$ cat src/lpm_consts.vh
// Constants for the low-power mode controller: register map, field layout, codes.
// Included by every design file of the controller; definitions only.
`ifndef LPM_CONSTS_VH
`define LPM_CONSTS_VH
`define OFF_CTRL 8'h00
`define OFF_RTCSEL 8'h04
`define OFF_STATUS 8'h08
`define OFF_WAKEMASK 8'h0C
`define OFF_WAKESRC 8'h10
`define CTRL_RESET 32'h0000_0000
`define MASK_RESET 32'h0007_FFFF
`define CTRL_MODE_LSB 0
`define CTRL_MODE_MSB 1
`define CTRL_LPREG_BIT 2
`define CTRL_UDRV_BIT 3
`define MODE_SLEEP 2'h1
`define MODE_STOP 2'h2
`define MODE_STANDBY 2'h3
`define ST_RUN 2'h0
`define ST_SLEEP 2'h1
`define ST_STOP 2'h2
`define ST_STANDBY 2'h3
`define RTC_LSXTAL 2'h0
`define RTC_LSEXT 2'h1
`define RTC_LSRC 2'h2
`define RTC_HSDIV 2'h3
`define HS_DIV_HALF 4'hF
`define WAKE_LINES 19
`define EXT_PIN_LINES 16
`define HTRANS_NONSEQ 2'h2
`define HSIZE_WORD 3'h2
`endif

$ cat src/hs_div32.v
// Divides the high-speed crystal clock by 32 as a toggle enable pair.
// Assumes the high-speed crystal clock is synchronous input sampled on ref_clk.
`timescale 1ns/10ps
`include "lpm_consts.vh"
module hs_div32 #(
  parameter HALF = `HS_DIV_HALF
)
(
  input wire ref_clk,
  input wire arst_n,
  input wire srcEdge,
  output reg divOut
);
  reg [3:0] cnt_reg;
  // Toggle every 16 source edges gives divide by 32
  always @(posedge ref_clk or negedge arst_n)
  begin
    if (!arst_n)
    begin
      cnt_reg <= 4'h0;
      divOut <= 1'b0;
    end
    else if (srcEdge)
    begin
      if (cnt_reg == HALF)
      begin
        cnt_reg <= 4'h0;
        divOut <= ~divOut;
      end
      else
        cnt_reg <= cnt_reg + 4'h1;
    end
  end
endmodule // hs_div32

$ cat src/rtc_clk_sel.v
// Real-time clock source selection and power-availability gating.
// Assumes the source clocks arrive as synchronous levels sampled on ref_clk.
`timescale 1ns/10ps
`include "lpm_consts.vh"
module rtc_clk_sel (
  input wire ref_clk,
  input wire arst_n,
  input wire [1:0] rtcSel,
  input wire lowSpeedCrystalClock,
  input wire lowSpeedExtClock,
  input wire lowSpeedRcClock,
  input wire highSpeedCrystalClock,
  input wire hsEnabled,
  input wire batteryOnly,
  output reg rtcClk,
  output reg rtcRunning
);
  reg hsPrev_reg;
  wire hsDiv;
  wire hsRise;
  assign hsRise = highSpeedCrystalClock & ~hsPrev_reg & hsEnabled;
  always @(posedge ref_clk or negedge arst_n)
  begin
    if (!arst_n)
      hsPrev_reg <= 1'b0;
    else
      hsPrev_reg <= highSpeedCrystalClock;
  end
  hs_div32 hs_div32_inst (
    .ref_clk(ref_clk),
    .arst_n(arst_n),
    .srcEdge(hsRise),
    .divOut(hsDiv)
  );
  // Four-way selection; low-speed rc source dies on battery only
  always @(posedge ref_clk or negedge arst_n)
  begin
    if (!arst_n)
    begin
      rtcClk <= 1'b0;
      rtcRunning <= 1'b0;
    end
    else
    begin
      case (rtcSel)
        `RTC_LSXTAL:
        begin
          rtcClk <= lowSpeedCrystalClock;
          rtcRunning <= 1'b1;
        end
        `RTC_LSEXT:
        begin
          rtcClk <= lowSpeedExtClock;
          rtcRunning <= 1'b1;
        end
        `RTC_LSRC:
        begin
          rtcClk <= lowSpeedRcClock & ~batteryOnly;
          rtcRunning <= ~batteryOnly;
        end
        `RTC_HSDIV:
        begin
          rtcClk <= hsDiv;
          rtcRunning <= hsEnabled & ~batteryOnly;
        end
        default:
        begin
          rtcClk <= 1'b0;
          rtcRunning <= 1'b0;
        end
      endcase
    end
  end
endmodule // rtc_clk_sel

$ cat src/low_power_mode_controller.v
// Low-power mode controller: sleep, stop and standby sequencing with wake-up.
// Assumes an AHB-Lite master, one slave per bus, and synchronous input levels.
// Contract
// - Sleep halts only the processor clock; peripherals keep running.
// - Any interrupt or event in sleep returns to run.
// - Stop gates every core-domain clock.
// - Stop disables PLL, high-speed rc and high-speed crystal.
// - Stop keeps SRAM and registers intact.
// - Stop regulator is main or low-power as configured.
// - Stop regulator is normal by default, under-drive if configured.
// - Any external event line wakes from stop.
// - Standby switches off the regulator, unpowering the core domain.
// - Standby turns off PLL and both high-speed oscillators.
// - Real-time clock selects among four sources, one is crystal/32.
// - Low-speed crystal keeps real-time clock alive everywhere.
// - Low-speed rc runs in low-power modes, not battery only.
// - Every real-time clock event interrupts and wakes any mode.
`timescale 1ns/10ps
`include "lpm_consts.vh"
module low_power_mode_controller #(
  parameter WAKE_W = `WAKE_LINES
)
(
  input wire ref_clk,
  input wire arst_n,
  input wire hsel,
  input wire [31:0] haddr,
  input wire [1:0] htrans,
  input wire hwrite,
  input wire [2:0] hsize,
  input wire [31:0] hwdata,
  input wire hready,
  output wire [31:0] hrdata,
  output wire hreadyout,
  output wire hresp,
  input wire entryRequest,
  input wire peripheralIrq,
  input wire [`EXT_PIN_LINES-1:0] externalEventLines,
  input wire supplyLevelDetector,
  input wire [3:0] rtcEvents,
  input wire usbWake,
  input wire ethWake,
  input wire lowPowerTimerOne,
  input wire wakeFromStandby,
  input wire lowSpeedCrystalClock,
  input wire lowSpeedExtClock,
  input wire lowSpeedRcClock,
  input wire highSpeedCrystalClock,
  input wire batteryOnly,
  output reg cpuClkEn,
  output reg periphClkEn,
  output reg coreClkEn,
  output reg pllEn,
  output reg highSpeedRcClockEn,
  output reg highSpeedCrystalClockEn,
  output reg mainRegulatorOn,
  output reg lowPowerRegulatorOn,
  output reg underDrive,
  output reg coreRetain,
  output reg rtcIrq,
  output wire rtcClk,
  output wire rtcRunning
);
  reg [1:0] state_reg;
  reg [1:0] state_next;
  reg [31:0] ctrl_reg;
  reg [1:0] rtcSel_reg;
  reg [WAKE_W-1:0] wakeMask_reg;
  reg [WAKE_W-1:0] wakeSrc_reg;
  reg [1:0] entMode_reg;
  reg entLp_reg;
  reg entUd_reg;
  reg wrPend_reg;
  reg [7:0] addr_reg;
  reg [31:0] rdata_reg;
  wire [WAKE_W-1:0] wakeLines;
  wire anyWake;
  wire take;
  wire [1:0] reqMode;
  wire [2:0] wrIdx;
  wire stopLp;
  wire stopUd;
  wire sleepWake;
  wire standbyWake;
  localparam [31:0] MASK_INIT = `MASK_RESET;
  // Bus word address decode, shared by read and write path
  function [2:0] regIndex;
    input [7:0] a;
    begin
      case (a)
        `OFF_CTRL: regIndex = 3'h1;
        `OFF_RTCSEL: regIndex = 3'h2;
        `OFF_STATUS: regIndex = 3'h3;
        `OFF_WAKEMASK: regIndex = 3'h4;
        `OFF_WAKESRC: regIndex = 3'h5;
        default: regIndex = 3'h0;
      endcase
    end
  endfunction
  // Clock tree and high-speed oscillators stay up only in run and sleep
  function clocksUp;
    input [1:0] s;
    begin
      clocksUp = (s == `ST_RUN) | (s == `ST_SLEEP);
    end
  endfunction
  // Stop wake lines: 16 pins, supply detector, rtc, usb, ethernet, timer
  assign wakeLines = {lowPowerTimerOne | ethWake, usbWake | supplyLevelDetector,
    |rtcEvents, externalEventLines};
  assign anyWake = |(wakeLines & wakeMask_reg);
  assign take = hsel & hready & (htrans == `HTRANS_NONSEQ);
  assign hreadyout = 1'b1;
  assign hresp = 1'b0;
  assign hrdata = rdata_reg;
  assign reqMode = ctrl_reg[`CTRL_MODE_MSB:`CTRL_MODE_LSB];
  assign wrIdx = regIndex(addr_reg);
  // Settings latched at entry win over bus writes made while stopped
  assign stopLp = (state_reg == `ST_STOP) ? entLp_reg : ctrl_reg[`CTRL_LPREG_BIT];
  assign stopUd = (state_reg == `ST_STOP) ? entUd_reg : ctrl_reg[`CTRL_UDRV_BIT];
  assign sleepWake = peripheralIrq | (|wakeLines);
  // Standby has lost the core domain, so only the wake pin and rtc events count
  assign standbyWake = wakeFromStandby | (|rtcEvents);
  // Data phase registers; zero wait states
  always @(posedge ref_clk or negedge arst_n)
  begin
    if (!arst_n)
    begin
      wrPend_reg <= 1'b0;
      addr_reg <= 8'h00;
    end
    else
    begin
      // Narrow writes are dropped; reads of any size return the whole word
      wrPend_reg <= take & hwrite & (hsize == `HSIZE_WORD);
      addr_reg <= haddr[7:0];
    end
  end
  // Registers stay untouched across stop so state survives wake-up
  always @(posedge ref_clk or negedge arst_n)
  begin
    if (!arst_n)
    begin
      ctrl_reg <= `CTRL_RESET;
      rtcSel_reg <= `RTC_LSXTAL;
      wakeMask_reg <= MASK_INIT[WAKE_W-1:0];
    end
    else if (wrPend_reg)
    begin
      case (wrIdx)
        3'h1: ctrl_reg <= {28'h000_0000, hwdata[3:0]};
        3'h2: rtcSel_reg <= hwdata[1:0];
        3'h4: wakeMask_reg <= hwdata[WAKE_W-1:0];
        default: ctrl_reg <= ctrl_reg;
      endcase
    end
  end
  // Sticky wake sources; set wins over a software clear
  always @(posedge ref_clk or negedge arst_n)
  begin
    if (!arst_n)
      wakeSrc_reg <= {WAKE_W{1'b0}};
    else if (wrPend_reg && wrIdx == 3'h5)
      wakeSrc_reg <= (wakeSrc_reg & ~hwdata[WAKE_W-1:0]) | wakeLines;
    else
      wakeSrc_reg <= wakeSrc_reg | wakeLines;
  end
  // Captured in the address phase so it stands through the data phase
  always @(posedge ref_clk or negedge arst_n)
  begin
    if (!arst_n)
      rdata_reg <= 32'h0000_0000;
    else if (take & ~hwrite)
    begin
      case (regIndex(haddr[7:0]))
        3'h1: rdata_reg <= ctrl_reg;
        3'h2: rdata_reg <= {30'h0000_0000, rtcSel_reg};
        3'h3: rdata_reg <= {26'h000_0000, rtcRunning, rtcIrq, entMode_reg, state_reg};
        3'h4: rdata_reg <= {{(32-WAKE_W){1'b0}}, wakeMask_reg};
        3'h5: rdata_reg <= {{(32-WAKE_W){1'b0}}, wakeSrc_reg};
        default: rdata_reg <= 32'h0000_0000;
      endcase
    end
  end
  // Settings captured at the moment of entry
  always @(posedge ref_clk or negedge arst_n)
  begin
    if (!arst_n)
    begin
      entMode_reg <= 2'h0;
      entLp_reg <= 1'b0;
      entUd_reg <= 1'b0;
    end
    else if (state_reg == `ST_RUN && entryRequest)
    begin
      entMode_reg <= reqMode;
      entLp_reg <= ctrl_reg[`CTRL_LPREG_BIT];
      entUd_reg <= ctrl_reg[`CTRL_UDRV_BIT];
    end
  end
  always @*
  begin
    state_next = state_reg;
    case (state_reg)
      `ST_RUN:
      begin
        if (entryRequest)
        begin
          case (reqMode)
            `MODE_SLEEP: state_next = `ST_SLEEP;
            `MODE_STOP: state_next = `ST_STOP;
            `MODE_STANDBY: state_next = `ST_STANDBY;
            default: state_next = `ST_RUN;
          endcase
        end
      end
      `ST_SLEEP:
        if (sleepWake)
          state_next = `ST_RUN;
      `ST_STOP:
        if (anyWake)
          state_next = `ST_RUN;
      `ST_STANDBY:
        if (standbyWake)
          state_next = `ST_RUN;
      default: state_next = `ST_RUN;
    endcase
  end
  always @(posedge ref_clk or negedge arst_n)
  begin
    if (!arst_n)
      state_reg <= `ST_RUN;
    else
      state_reg <= state_next;
  end
  // Outputs registered from the next state so they switch with entry
  always @(posedge ref_clk or negedge arst_n)
  begin
    if (!arst_n)
    begin
      cpuClkEn <= 1'b1;
      periphClkEn <= 1'b1;
      coreClkEn <= 1'b1;
      pllEn <= 1'b1;
      highSpeedRcClockEn <= 1'b1;
      highSpeedCrystalClockEn <= 1'b1;
      mainRegulatorOn <= 1'b1;
      lowPowerRegulatorOn <= 1'b0;
      underDrive <= 1'b0;
      coreRetain <= 1'b0;
    end
    else
    begin
      cpuClkEn <= (state_next == `ST_RUN);
      periphClkEn <= clocksUp(state_next);
      coreClkEn <= clocksUp(state_next);
      pllEn <= clocksUp(state_next);
      highSpeedRcClockEn <= clocksUp(state_next);
      highSpeedCrystalClockEn <= clocksUp(state_next);
      coreRetain <= (state_next == `ST_STOP);
      case (state_next)
        `ST_STOP:
        begin
          mainRegulatorOn <= ~stopLp;
          lowPowerRegulatorOn <= stopLp;
          underDrive <= stopUd;
        end
        `ST_STANDBY:
        begin
          mainRegulatorOn <= 1'b0;
          lowPowerRegulatorOn <= 1'b0;
          underDrive <= 1'b0;
        end
        default:
        begin
          mainRegulatorOn <= 1'b1;
          lowPowerRegulatorOn <= 1'b0;
          underDrive <= 1'b0;
        end
      endcase
    end
  end
  // Level copy of the events; all event sources share one flag
  always @(posedge ref_clk or negedge arst_n)
  begin
    if (!arst_n)
      rtcIrq <= 1'b0;
    else
      rtcIrq <= |rtcEvents;
  end
  rtc_clk_sel rtc_clk_sel_inst (
    .ref_clk(ref_clk),
    .arst_n(arst_n),
    .rtcSel(rtcSel_reg),
    .lowSpeedCrystalClock(lowSpeedCrystalClock),
    .lowSpeedExtClock(lowSpeedExtClock),
    .lowSpeedRcClock(lowSpeedRcClock),
    .highSpeedCrystalClock(highSpeedCrystalClock),
    .hsEnabled(highSpeedCrystalClockEn),
    .batteryOnly(batteryOnly),
    .rtcClk(rtcClk),
    .rtcRunning(rtcRunning)
  );
endmodule // low_power_mode_controller

$ cat config.mk
export PLATFORM = sky130hd
export DESIGN_NAME = low_power_mode_controller
export DESIGN_NICKNAME = d
export VERILOG_FILES = /design/src/hs_div32.v /design/src/rtc_clk_sel.v /design/src/low_power_mode_controller.v
export VERILOG_INCLUDE_DIRS = /design/src
export SDC_FILE = /design/constraint.sdc
export NUM_CORES = 1
export LEC_CHECK = 0
export CORE_MARGIN = 2
export CORE_UTILIZATION = 50
export DETAILED_ROUTE_END_ITERATION = 10
export DONT_BUFFER_PORTS = 1
export HOLD_SLACK_MARGIN = 0.02
export PLACE_DENSITY_LB_ADDON = 0.25
export SETUP_SLACK_MARGIN = 0.3
export SYNTH_ARGS = -nofsm -noshare
export SYNTH_HDL_FRONTEND = slang
export SYNTH_SLANG_ARGS = --single-unit
$ cat constraint.sdc
create_clock -name ref_clk -period 2.2 [get_ports ref_clk]
set_input_delay 0.44 -clock ref_clk [delete_from_list [all_inputs] [get_ports ref_clk]]
set_output_delay 0.44 -clock ref_clk [all_outputs]
set_load 0.01 [all_outputs]
==> results of run 1 <==
-- final cells by class --
class | count | share of cell area [%]
clock buffers | 12 | 3.46
inverters | 5 | 0.418
clock inverters | 4 | 1.56
diodes | 1 | 0.0557
well taps | 105 | 2.93
repair buffers | 17 | 3.68
flip-flops and latches | 93 | 52.4
multi-input cells | 237 | 35.5
-- cells by family (layout without fill, tap and decap cells) --
| kind of cell | after synthesis | after routing | share of synthesized area, % |
|---|---|---|---|
| muxes | 34 | 34 | 10.0 |
| xor gates and xnor gates | 2 | 2 | 0.426 |
| AOI/OAI and AO/OA | 82 | 82 | 13.0 |
| buffers and inverters | 35 | 38 | 5.23 |
| DFF | 93 | 93 | 57.3 |
| and+or+nand+nor | 103 | 103 | 13.6 |
| adders and majority gates | 1 | 1 | 0.304 |
| other | 2 | 16 | 0.183 |
-- worst max-delay path by stage --
stage / slack [ns] / depth (start not counted) / start / to
3_3_place_gp: 0.37 / 6 / addr_reg[1]$_DFF_PN0_ / wakeSrc_reg[18]$_DFF_PN0_
6_report: 0.39 / 6 / addr_reg[1]$_DFF_PN0_ / wakeSrc_reg[17]$_DFF_PN0_
4_1_cts: 0.33 / 6 / addr_reg[1]$_DFF_PN0_ / wakeSrc_reg[17]$_DFF_PN0_
3_5_place_dp: 0.34 / 6 / addr_reg[1]$_DFF_PN0_ / wakeSrc_reg[17]$_DFF_PN0_
2_1_floorplan: 0.43 / 6 / addr_reg[1]$_DFF_PN0_ / wakeSrc_reg[10]$_DFF_PN0_
5_1_grt: 0.30 / 6 / addr_reg[1]$_DFF_PN0_ / wakeSrc_reg[17]$_DFF_PN0_
-- critical path, delay by kind of cell, from the launching register on --
family                 cells  cell delay [ns]
AND/OR/NAND/NOR            4             0.84
flip-flops                 1             0.40
AO/OA/AOI/OAI              1             0.28
buffers and inverters      1             0.18
-- per-stage QoR --
step	power, µW	hold slack, ns	instance area [µm²]
after global placement	2040	0.146	4180
after CTS	3310	-0.235	4400
after floorplan	2030	0.144	4160
after global routing	3420	-0.242	4490
after detailed placement	2050	0.146	4180
final	3290	-0.224	4490
-- placed cells by master, fill, tap and decap left out, drive strengths merged, types with 7 or more instances in the layout --
cell type / instances
a22oi: 21
o21ai: 29
buf: 17
nand2: 52
nor4: 8
nor2: 12
dfrtp: 71
clkbuf: 12
dfstp: 22
a21o: 18
mux2: 28
conb: 15
nor2b: 7
-- metal layers --
metal  global-route usage [%]  up-vias  routed length [µm]
li1                         -     1244                   -
met4                     6.40        0                 148
met2                     32.9       88                4340
met1                     27.6     1342                4000
met5                        0        -                   0
met3                     7.26       14                 790
-- where the power goes --
| group | total [µW] | switching, µW | internal, µW | leakage, µW |
|---|---|---|---|---|
| combinational | 160 | 78.1 | 82.0 | 0.000619 |
| clock | 1280 | 576 | 700 | 0.000116 |
| sequential | 1860 | 64.9 | 1790 | 0.00108 |
| total | 3290 | 719 | 2570 | 0.00182 |
-- what timing repair did --
action	CTS	global route
setup buffers	0	8
setup endpoints to repair	0	5
gates resized for setup	0	1
hold endpoints to repair	93	93
==> insert_results.sql, run 1 <==
INSERT INTO impl_metrics (metric_group, metric, value, unit) VALUES
('placed_design', 'io_buffers', '0', ''),
('yosys', 'post-synth-top-area-fraction', '43.2', '%'),
('detailed_routing', 'first_pass_iters', '4', ''),
('finish', 'drive_gt1_share', '24.2', '%'),
('yosys', 'synth_enable_flop_cells', '0', ''),
('detailed_routing', 'drt.antenna.violating_nets', '0', ''),
('clock_tree', 'ctsRootBufferMaster', 'clkbuf_8', ''),
('timing', 'fin_skew', '0.00335', 'ns'),
('yosys', 'yosys-top-cells-area', 'dfrtp_1 (43%), dfstp_2 (14%), mux2_2 (6.6%)', ''),
('timing', 'setup-tns-final', '0', 'ns'),
('floorplan', 'floorplan.rows', '33', ''),
('finish', 'final_cell_count_no_fill', '474', ''),
('detailed_routing', 'drt-vias-per-instance', '5.67', ''),
('critical_path', 'worstRegToRegCells', '6', ''),
('yosys', 'ys_warn_count', '0', ''),
('yosys', 'synthDistinctLibCells', '44', ''),
('power_and_ir_drop', 'p_per_area', '733', 'mW/mm²'),
('detailed_routing', 'drc', '0', ''),
('finish', 'syn2layout_area_growth', '9.22', '%'),
('detailed_routing', 'detail_route.wirelength', '9.28', 'mm'),
('timing', 'final_hold_viol_count', '88', ''),
('yosys', 'yosysSeqAreaShare', '57.3', '%'),
('run_status', 'run_status', 'complete, but fails checks', ''),
('clock_tree', 'insertion_delay', '0.35', 'ns'),
('global_route', 'global_route.usage.total', '21.0', '%'),
('job', 'cap_violations', '0', ''),
('global_route', 'remaining_global_route_overflow', '0', ''),
('floorplan', 'design.core.area', '0.00809', 'mm²'),
('yosys', 'yosys_most_used_dff', 'dfrtp_1', ''),
('timing', 'tightestPinTransition', '0.621', 'ns'),
('finish', 'ff_latch_area', '0.00235', 'mm²'),
('yosys', 'syn_inst', '352', ''),
('timing', 'final.hold.worst_slack', '-0.224', 'ns'),
('critical_path', 'worstPathRequired', '2.44', 'ns'),
('yosys', 'dominant_cell_by_count_in_the_synthesized_netlist', 'dfrtp_1', ''),
('yosys', 'synthesis.area', '0.00411', 'mm²'),
('critical_path', 'crit_fanout', '13', ''),
('placed_design', 'post-place-cells', '449', ''),
('clock_tree', 'cts_tree', 'built', ''),
('timing', 'max_clock_freq', '552', 'MHz'),
('clock_tree', 'ctsLongestPathBuffers', '2', ''),
('timing', 'slew-limit-headroom', '58.6', '%'),
('critical_path', 'worst_r2r_startpoint', 'addr_reg[1]$_DFF_PN0_', ''),
('floorplan', 'floorplan.io_pins', '153', ''),
('placed_design', 'hpwlAfterDp', '6.67', 'mm'),
('placed_design', 'pre_cts_slack', '0.340', 'ns'),
('critical_path', 'critical-path-slowest-cell', 'dfrtp_1', ''),
('floorplan', 'start_util', '50.8', '%'),
('timing', 'timing.final.crit_share', '82.4', '%'),
('critical_path', 'critical_path.reg2reg.endpoint', 'wakeSrc_reg[17]$_DFF_PN0_', ''),
('yosys', 'syn_avg_cell_area', '11.7', 'µm²'),
('yosys', 'yosysTopAreaCell', 'dfrtp_1', ''),
('power_and_ir_drop', 'power.ir.vdd_worst', '461', 'µV'),
('critical_path', 'timing.critical_path.slowest_cell_delay', '0.40', 'ns'),
('timing', 'setup_viol', '0', ''),
('clock_tree', 'cts_buffers', '9', ''),
('critical_path', 'timing_worst_setup_path_type', 'flop to flop', ''),
('floorplan', 'die_area', '0.00896', 'mm²'),
('global_route', 'antenna_found_initial', '1', ''),
('global_route', 'grt_pass1_vias', '2781', ''),
('run_status', 'failed_checks', 'negative hold slack', ''),
('critical_path', 'worst_setup_path_start_kind', 'flop', ''),
('clock_tree', 'ctsHtreeMaxLevel', '3', ''),
('yosys', 'synth-seq-cells', '93', ''),
('timing', 'layout_setup_ws', '0.388', 'ns'),
('critical_path', 'crit_arrival', '2.05', 'ns'),
('critical_path', 'register_to_register_setup_slack', '0.39', 'ns'),
('global_route', 'grt_pass1_wl', '14.2', 'mm'),
('timing', 'grt_setup_unrepaired', 'yes', ''),
('power_and_ir_drop', 'power.leakage', '0.00182', 'µW'),
('placed_design', 'finalWeightedCongestion', '0.779', '');
(Power assumes the default switching activity.)
==> inputs of run 2 (changes only) <==
clock period = 1.7 ns   (was 2.2 ns; I/O delays follow)
==> insert_results.sql, run 2 (synthesized netlist as in run 1, its figures left out) <==
INSERT INTO impl_metrics (metric_group, metric, value, unit) VALUES
('run_status', 'run_status', 'complete, but fails checks', ''),
('run_status', 'failed_checks', 'negative hold slack, negative setup slack', ''),
('clock_tree', 'cts_buffers', '9', ''),
('global_route', 'grt_pass1_wl', '15.1', 'mm'),
('detailed_routing', 'routed_wire_length_per_instance', '19.5', 'µm'),
('critical_path', 'register_to_register_setup_slack', '-0.11', 'ns'),
('finish', 'drive_gt1_share', '30.3', '%'),
('clock_tree', 'ctsHtreeMaxLevel', '3', ''),
('finish', 'final_cell_count_no_fill', '488', ''),
('clock_tree', 'insertion_delay', '0.36', 'ns'),
('critical_path', 'critical_path.endpoint_type', 'flop', ''),
('critical_path', 'timing.critical_path.slowest_cell_delay', '0.41', 'ns'),
('clock_tree', 'ctsLongestPathBuffers', '2', ''),
('placed_design', 'placement.cell_area', '0.00433', 'mm²'),
('finish', 'final_common_cell', 'dfrtp_1', ''),
('critical_path', 'worst_path_dominant_cell_family', 'simple AND/OR/NAND/NOR gates', ''),
('detailed_routing', 'vias', '2825', ''),
('detailed_routing', 'first_pass_iters', '4', ''),
('finish', 'final_cell_mix', 'dfrtp_1 (69), nand2_1 (49), dfstp_2 (22)', ''),
('critical_path', 'worst-path-buf-inv', '0', ''),
('clock_tree', 'cts_tree', 'built', ''),
('finish', 'syn2layout_area_growth', '15.8', '%'),
('global_route', 'largest_net_degree_at_the_start_of_global_routing', '94', ''),
('finish', 'antenna_cells', '0', ''),
('floorplan', 'start_util', '50.8', '%'),
('detailed_routing', 'drt_iter0_drc', '135', ''),
('critical_path', 'worstRegToRegCells', '5', ''),
('placed_design', 'post-place-cells', '459', ''),
('timing', 'setup_viol', '35', ''),
('clock_tree', 'ctsHoldBuffers', '9', ''),
('worst_hold_path', 'hold_path_class', 'input pin to asynchronous set/reset pin', ''),
('global_route', 'grt_pass1_vias', '2882', ''),
('critical_path', 'worst_setup_path_start_kind', 'flop', ''),
('clock_tree', 'cts_num_sinks', '93', ''),
('detailed_routing', 'drt-met1-wl', '4.12', 'mm'),
('floorplan', 'floorplan.io_pins', '153', ''),
('detailed_routing', 'top_layer_used', 'met4', ''),
('detailed_routing', 'drt-vias-per-instance', '5.79', ''),
('power_and_ir_drop', 'power.leakage', '0.00194', 'µW'),
('timing', 'final_hold_viol_count', '93', ''),
('power_and_ir_drop', 'p_per_area', '868', 'mW/mm²'),
('floorplan', 'floorplan.rows', '33', ''),
('placed_design', 'hpwlAfterDp', '6.83', 'mm'),
('finish', 'nFillCells', '708', ''),
('critical_path', 'timing_worst_setup_path_type', 'flop to flop', ''),
('detailed_routing', 'drt.antenna.violating_nets', '0', ''),
('critical_path', 'crit_fanout', '2', ''),
('global_route', 'antenna_found_initial', '0', ''),
('clock_tree', 'ctsRootBufferMaster', 'clkbuf_8', ''),
('finish', 'layout.cell_area.non_filler', '0.00476', 'mm²'),
('floorplan', 'die_area', '0.00896', 'mm²'),
('clock_tree', 'cts.reportedPaths.clkPinSlew', '0.08', 'ns'),
('detailed_routing', 'met2_wire_len', '4.39', 'mm'),
('job', 'cap_violations', '0', ''),
('detailed_routing', 'dr_wl_met3', '869', 'µm'),
('finish', 'ff_latch_area', '0.00236', 'mm²'),
('critical_path', 'worst_r2r_startpoint', 'addr_reg[1]$_DFF_PN0_', ''),
('floorplan', 'dieHeight', '94.7', 'µm'),
('detailed_routing', 'drc', '0', ''),
('critical_path', 'crit_arrival', '2.06', 'ns'),
('timing', 'final.hold.worst_slack', '-0.332', 'ns'),
('finish', 'design.final.nets', '485', ''),
('timing', 'timing.final.crit_share', '107', '%'),
('power_and_ir_drop', 'power.ir.vdd_worst', '490', 'µV'),
('floorplan', 'die_width', '94.7', 'µm'),
('timing', 'max_clock_freq', '552', 'MHz'),
('critical_path', 'worstPathRequired', '1.95', 'ns'),
('finish', 'multi_input_comb_area', '0.00172', 'mm²'),
('floorplan', 'design.core.area', '0.00809', 'mm²'),
('global_route', 'remaining_global_route_overflow', '0', ''),
('timing', 'fin_skew', '0.0101', 'ns'),
('timing', 'timing.final.crit_period', '1.81', 'ns'),
('global_route', 'global_route.usage.total', '22.7', '%'),
('timing', 'layout_setup_ws', '-0.113', 'ns'),
('placed_design', 'io_buffers', '0', ''),
('detailed_routing', 'detail_route.wirelength', '9.54', 'mm'),
('placed_design', 'finalWeightedCongestion', '0.835', ''),
('critical_path', 'timing.critical_path.cells', 'nor4_4 -> and4bb_2 -> nand2_1 -> nor2_2 -> mux2_2', ''),
('critical_path', 'critical_path.reg2reg.endpoint', 'rtcSel_reg[1]$_DFFE_PN0P_', ''),
('critical_path', 'critical-path-slowest-cell', 'dfrtp_1', ''),
('timing', 'drv_slew', '0', ''),
('timing', 'grt_setup_unrepaired', 'yes', '');
[run 2: cell count changes in the layout (fill, tap and decap cells not counted), sizes merged]
| cell | change |
|---|---|
| buf | +6 |
| clkinv | -1 |
| diode | -1 |
| clkinvlp | +2 |
| inv | +1 |
| clkbuf | -1 |
| bufinv | -1 |
| dlygate4sd3 | +9 |
[run 2: per-stage QoR]
step	worst slack (ns)	utilization, %	power, µW	TNS, ns	hold WS (ns)
finish	-0.113	58.8	4130	-1.46	-0.332
global route	-0.165	58.8	4290	-4.29	-0.357
CTS	-0.0980	58.4	4160	-1.65	-0.350
detailed placement	-0.0956	53.5	2660	-1.36	0.0458
global placement	-0.0910	53.5	2640	-1.04	0.0464
floorplan	-0.0192	-	2630	-0.192	0.0444
[run 2: how the worst max path moves through the flow]
stage                                      endpoint                   from  cells after the start  slack (ns)
after floorplan           wakeSrc_reg[10]$_DFF_PN0_  addr_reg[7]$_DFF_PN0_                      6       -0.02
after global placement      ctrl_reg[2]$_DFFE_PN0P_  addr_reg[7]$_DFF_PN0_                      6       -0.09
after detailed placement  rtcSel_reg[1]$_DFFE_PN0P_  addr_reg[7]$_DFF_PN0_                      5        -0.1
after CTS                 wakeSrc_reg[10]$_DFF_PN0_  addr_reg[1]$_DFF_PN0_                      7        -0.1
after global routing      wakeSrc_reg[10]$_DFF_PN0_  addr_reg[1]$_DFF_PN0_                      7       -0.16
final                     rtcSel_reg[1]$_DFFE_PN0P_  addr_reg[1]$_DFF_PN0_                      5       -0.11
[run 2: routing by layer]
layer  GRT usage (%)  up-vias
met3            7.90       12
met5               0        -
met4            8.82        0
met2            33.3      116
li1                -     1277
met1            31.1     1420
[run 2: layout make-up]
type | count | area share (%)
timing repair buffer | 32 | 7.04
tap | 105 | 2.76
clock inverter | 5 | 1.24
sequential | 93 | 49.5
multi-input combinational | 237 | 36.1
clock buffer | 11 | 2.97
inverter | 5 | 0.394
[run 2: what timing repair did]
item	4_1_cts	5_1_grt
pin swaps	12	6
setup endpoints to repair	55	58
hold endpoints to repair	102	93
buffers inserted	3	1
resized for setup	26	5
[run 2: report_power, final]
part	internal, µW	total (µW)	switching [µW]
clock network	723	1490	767
registers	2320	2410	87.5
logic	131	240	108
==> inputs of run 3 (changes only) <==
CORE_UTILIZATION = 60   (was 50)
==> insert_results.sql, run 3 (synthesized netlist as in run 1, its figures left out) <==
INSERT INTO impl_metrics (metric_group, metric, value, unit) VALUES
('run_status', 'run_status', 'complete, but fails checks', ''),
('run_status', 'failed_checks', 'negative hold slack, negative setup slack', ''),
('power_and_ir_drop', 'power.leakage', '0.00194', 'µW'),
('finish', 'multi_input_comb_area', '0.00173', 'mm²'),
('finish', 'nFillCells', '463', ''),
('floorplan', 'dieHeight', '86.8', 'µm'),
('detailed_routing', 'detail_route.wirelength', '9.30', 'mm'),
('clock_tree', 'ctsRootBufferMaster', 'clkbuf_8', ''),
('critical_path', 'critical_path.endpoint_type', 'flop', ''),
('finish', 'final_cell_mix', 'dfrtp_1 (69), nand2_1 (48), dfstp_2 (22)', ''),
('clock_tree', 'ctsHoldBuffers', '9', ''),
('power_and_ir_drop', 'power.ir.vdd_worst', '471', 'µV'),
('timing', 'max_clock_freq', '553', 'MHz'),
('power_and_ir_drop', 'p_per_area', '879', 'mW/mm²'),
('critical_path', 'worstPathRequired', '1.95', 'ns'),
('timing', 'setup-tns-final', '-1.19', 'ns'),
('finish', 'final_common_cell', 'dfrtp_1', ''),
('floorplan', 'die_area', '0.00753', 'mm²'),
('timing', 'layout_setup_ws', '-0.108', 'ns'),
('detailed_routing', 'first_pass_iters', '5', ''),
('clock_tree', 'cts.reportedPaths.clkPinSlew', '0.09', 'ns'),
('timing', 'timing.final.crit_period', '1.81', 'ns'),
('placed_design', 'post-place-cells', '429', ''),
('finish', 'ff_latch_area', '0.00236', 'mm²'),
('finish', 'design.final.nets', '482', ''),
('timing', 'final_hold_viol_count', '93', ''),
('critical_path', 'critical_path.reg2reg.endpoint', 'wakeSrc_reg[17]$_DFF_PN0_', ''),
('placed_design', 'hpwlAfterDp', '6.37', 'mm'),
('clock_tree', 'insertion_delay', '0.36', 'ns'),
('critical_path', 'worst_setup_path_start_kind', 'flop', ''),
('clock_tree', 'ctsHtreeMaxLevel', '3', ''),
('critical_path', 'timing_worst_setup_path_type', 'flop to flop', ''),
('detailed_routing', 'drt-vias-per-instance', '6.19', ''),
('critical_path', 'endpoint', 'wakeSrc_reg[17]$_DFF_PN0_', ''),
('detailed_routing', 'drt-met1-wl', '3.92', 'mm'),
('global_route', 'antenna_found_initial', '1', ''),
('critical_path', 'worst_r2r_startpoint', 'addr_reg[7]$_DFF_PN0_', ''),
('timing', 'grt_setup_unrepaired', 'yes', ''),
('critical_path', 'crit_fanout', '5', ''),
('detailed_routing', 'dr_wl_met3', '718', 'µm'),
('detailed_routing', 'routed_wire_length_per_instance', '20.2', 'µm'),
('placed_design', 'io_buffers', '0', ''),
('timing', 'drv_slew', '0', ''),
('finish', 'drive_gt1_share', '31.1', '%'),
('placed_design', 'pre_cts_slack', '-0.131', 'ns'),
('floorplan', 'design.core.area', '0.00672', 'mm²'),
('critical_path', 'worst_setup_path_startpoint', 'addr_reg[7]$_DFF_PN0_', ''),
('global_route', 'grt_pass1_vias', '2716', ''),
('finish', 'final_cell_count_no_fill', '461', ''),
('global_route', 'remaining_global_route_overflow', '0', ''),
('finish', 'syn2layout_area_growth', '15.4', '%'),
('global_route', 'global_route.usage.total', '24.9', '%'),
('clock_tree', 'ctsLongestPathBuffers', '2', ''),
('job', 'cap_violations', '0', ''),
('worst_hold_path', 'hold_path_class', 'input pin to asynchronous set/reset pin', ''),
('clock_tree', 'cts_buffers', '9', ''),
('detailed_routing', 'drt.antenna.violating_nets', '0', ''),
('detailed_routing', 'vias', '2855', ''),
('floorplan', 'floorplan.io_pins', '153', ''),
('timing', 'timing.final.crit_share', '106', '%'),
('timing', 'fin_skew', '0.00995', 'ns'),
('global_route', 'grt_pass1_wl', '14.2', 'mm'),
('critical_path', 'worstRegToRegCells', '7', ''),
('critical_path', 'crit_arrival', '2.06', 'ns'),
('detailed_routing', 'top_layer_used', 'met4', ''),
('placed_design', 'finalWeightedCongestion', '0.779', ''),
('detailed_routing', 'met2_wire_len', '4.53', 'mm'),
('detailed_routing', 'drt_iter0_drc', '254', ''),
('floorplan', 'die_width', '86.8', 'µm'),
('timing', 'setup_viol', '29', ''),
('global_route', 'largest_net_degree_at_the_start_of_global_routing', '94', ''),
('timing', 'final.hold.worst_slack', '-0.335', 'ns'),
('floorplan', 'start_util', '61.2', '%'),
('floorplan', 'floorplan.rows', '30', ''),
('critical_path', 'register_to_register_setup_slack', '-0.11', 'ns'),
('clock_tree', 'cts_tree', 'built', ''),
('detailed_routing', 'drc', '0', ''),
('clock_tree', 'cts_num_sinks', '93', '');
## run 3: worst max-delay path, cell delays in order, from the launching register on
cell      delay [ns]
dfrtp_1         0.41
nor4_4          0.35
nand3b_4        0.13
nor4b_4         0.23
buf_6           0.17
buf_12          0.13
nand2_1         0.05
a211o_1         0.25
## run 3: how the worst min path moves through the flow
stage / from / end / slack, ns / cells after the start
6_report: arst_n / addr_reg[6]$_DFF_PN0_ / -0.33 / 0
5_1_grt: arst_n / addr_reg[1]$_DFF_PN0_ / -0.35 / 0
4_1_cts: arst_n / rtc_clk_sel_inst.rtcClk$_DFF_PN0_ / -0.34 / 0
3_5_place_dp: arst_n / addr_reg[6]$_DFF_PN0_ / 0.05 / 0
3_3_place_gp: arst_n / addr_reg[6]$_DFF_PN0_ / 0.05 / 0
2_1_floorplan: arst_n / addr_reg[0]$_DFF_PN0_ / 0.04 / 0
## run 3: per-stage QoR
stage	utilization (%)	power, µW	hold slack [ns]	area [µm²]
floorplan	-	2630	0.0444	4240
global placement	63.1	2640	0.0469	4240
detailed placement	63.1	2660	0.0466	4240
CTS	68.8	4190	-0.344	4620
global route	70.6	4330	-0.355	4740
finish	70.6	4170	-0.335	4740
## run 3: layout make-up
cell class | instances | area share (%)
diodes | 1 | 0.0527
clock buffers | 11 | 3.19
clock inverters | 5 | 1.24
inverters | 5 | 0.396
multi-input cells | 237 | 36.4
flip-flops and latches | 93 | 49.7
well taps | 80 | 2.11
repair buffers | 29 | 6.88
## run 3: repair_timing
| action | in CTS | in global routing |
|---|---|---|
| resized for setup | 18 | 19 |
| endpoints found under the hold margin | 102 | 93 |
| cloned | 0 | 2 |
| endpoints found under the setup margin | 53 | 59 |
| setup buffers | 3 | 1 |
| pin swaps | 9 | 8 |
## run 3: report_power, final
part | switching [µW] | internal (µW) | leakage [µW] | total, µW
combinational | 108 | 131 | 0.000753 | 238
sequential | 86.2 | 2320 | 0.00108 | 2400
clock | 769 | 760 | 0.000102 | 1530
total | 963 | 3210 | 0.00194 | 4170
## run 3: metal layers
| metal | vias to the layer above | global-route usage, % |
|---|---|---|
| li1 | 1268 | - |
| met1 | 1445 | 34.4 |
| met2 | 130 | 37.5 |
| met3 | 12 | 6.95 |
| met4 | 0 | 9.23 |
| met5 | - | 0 |
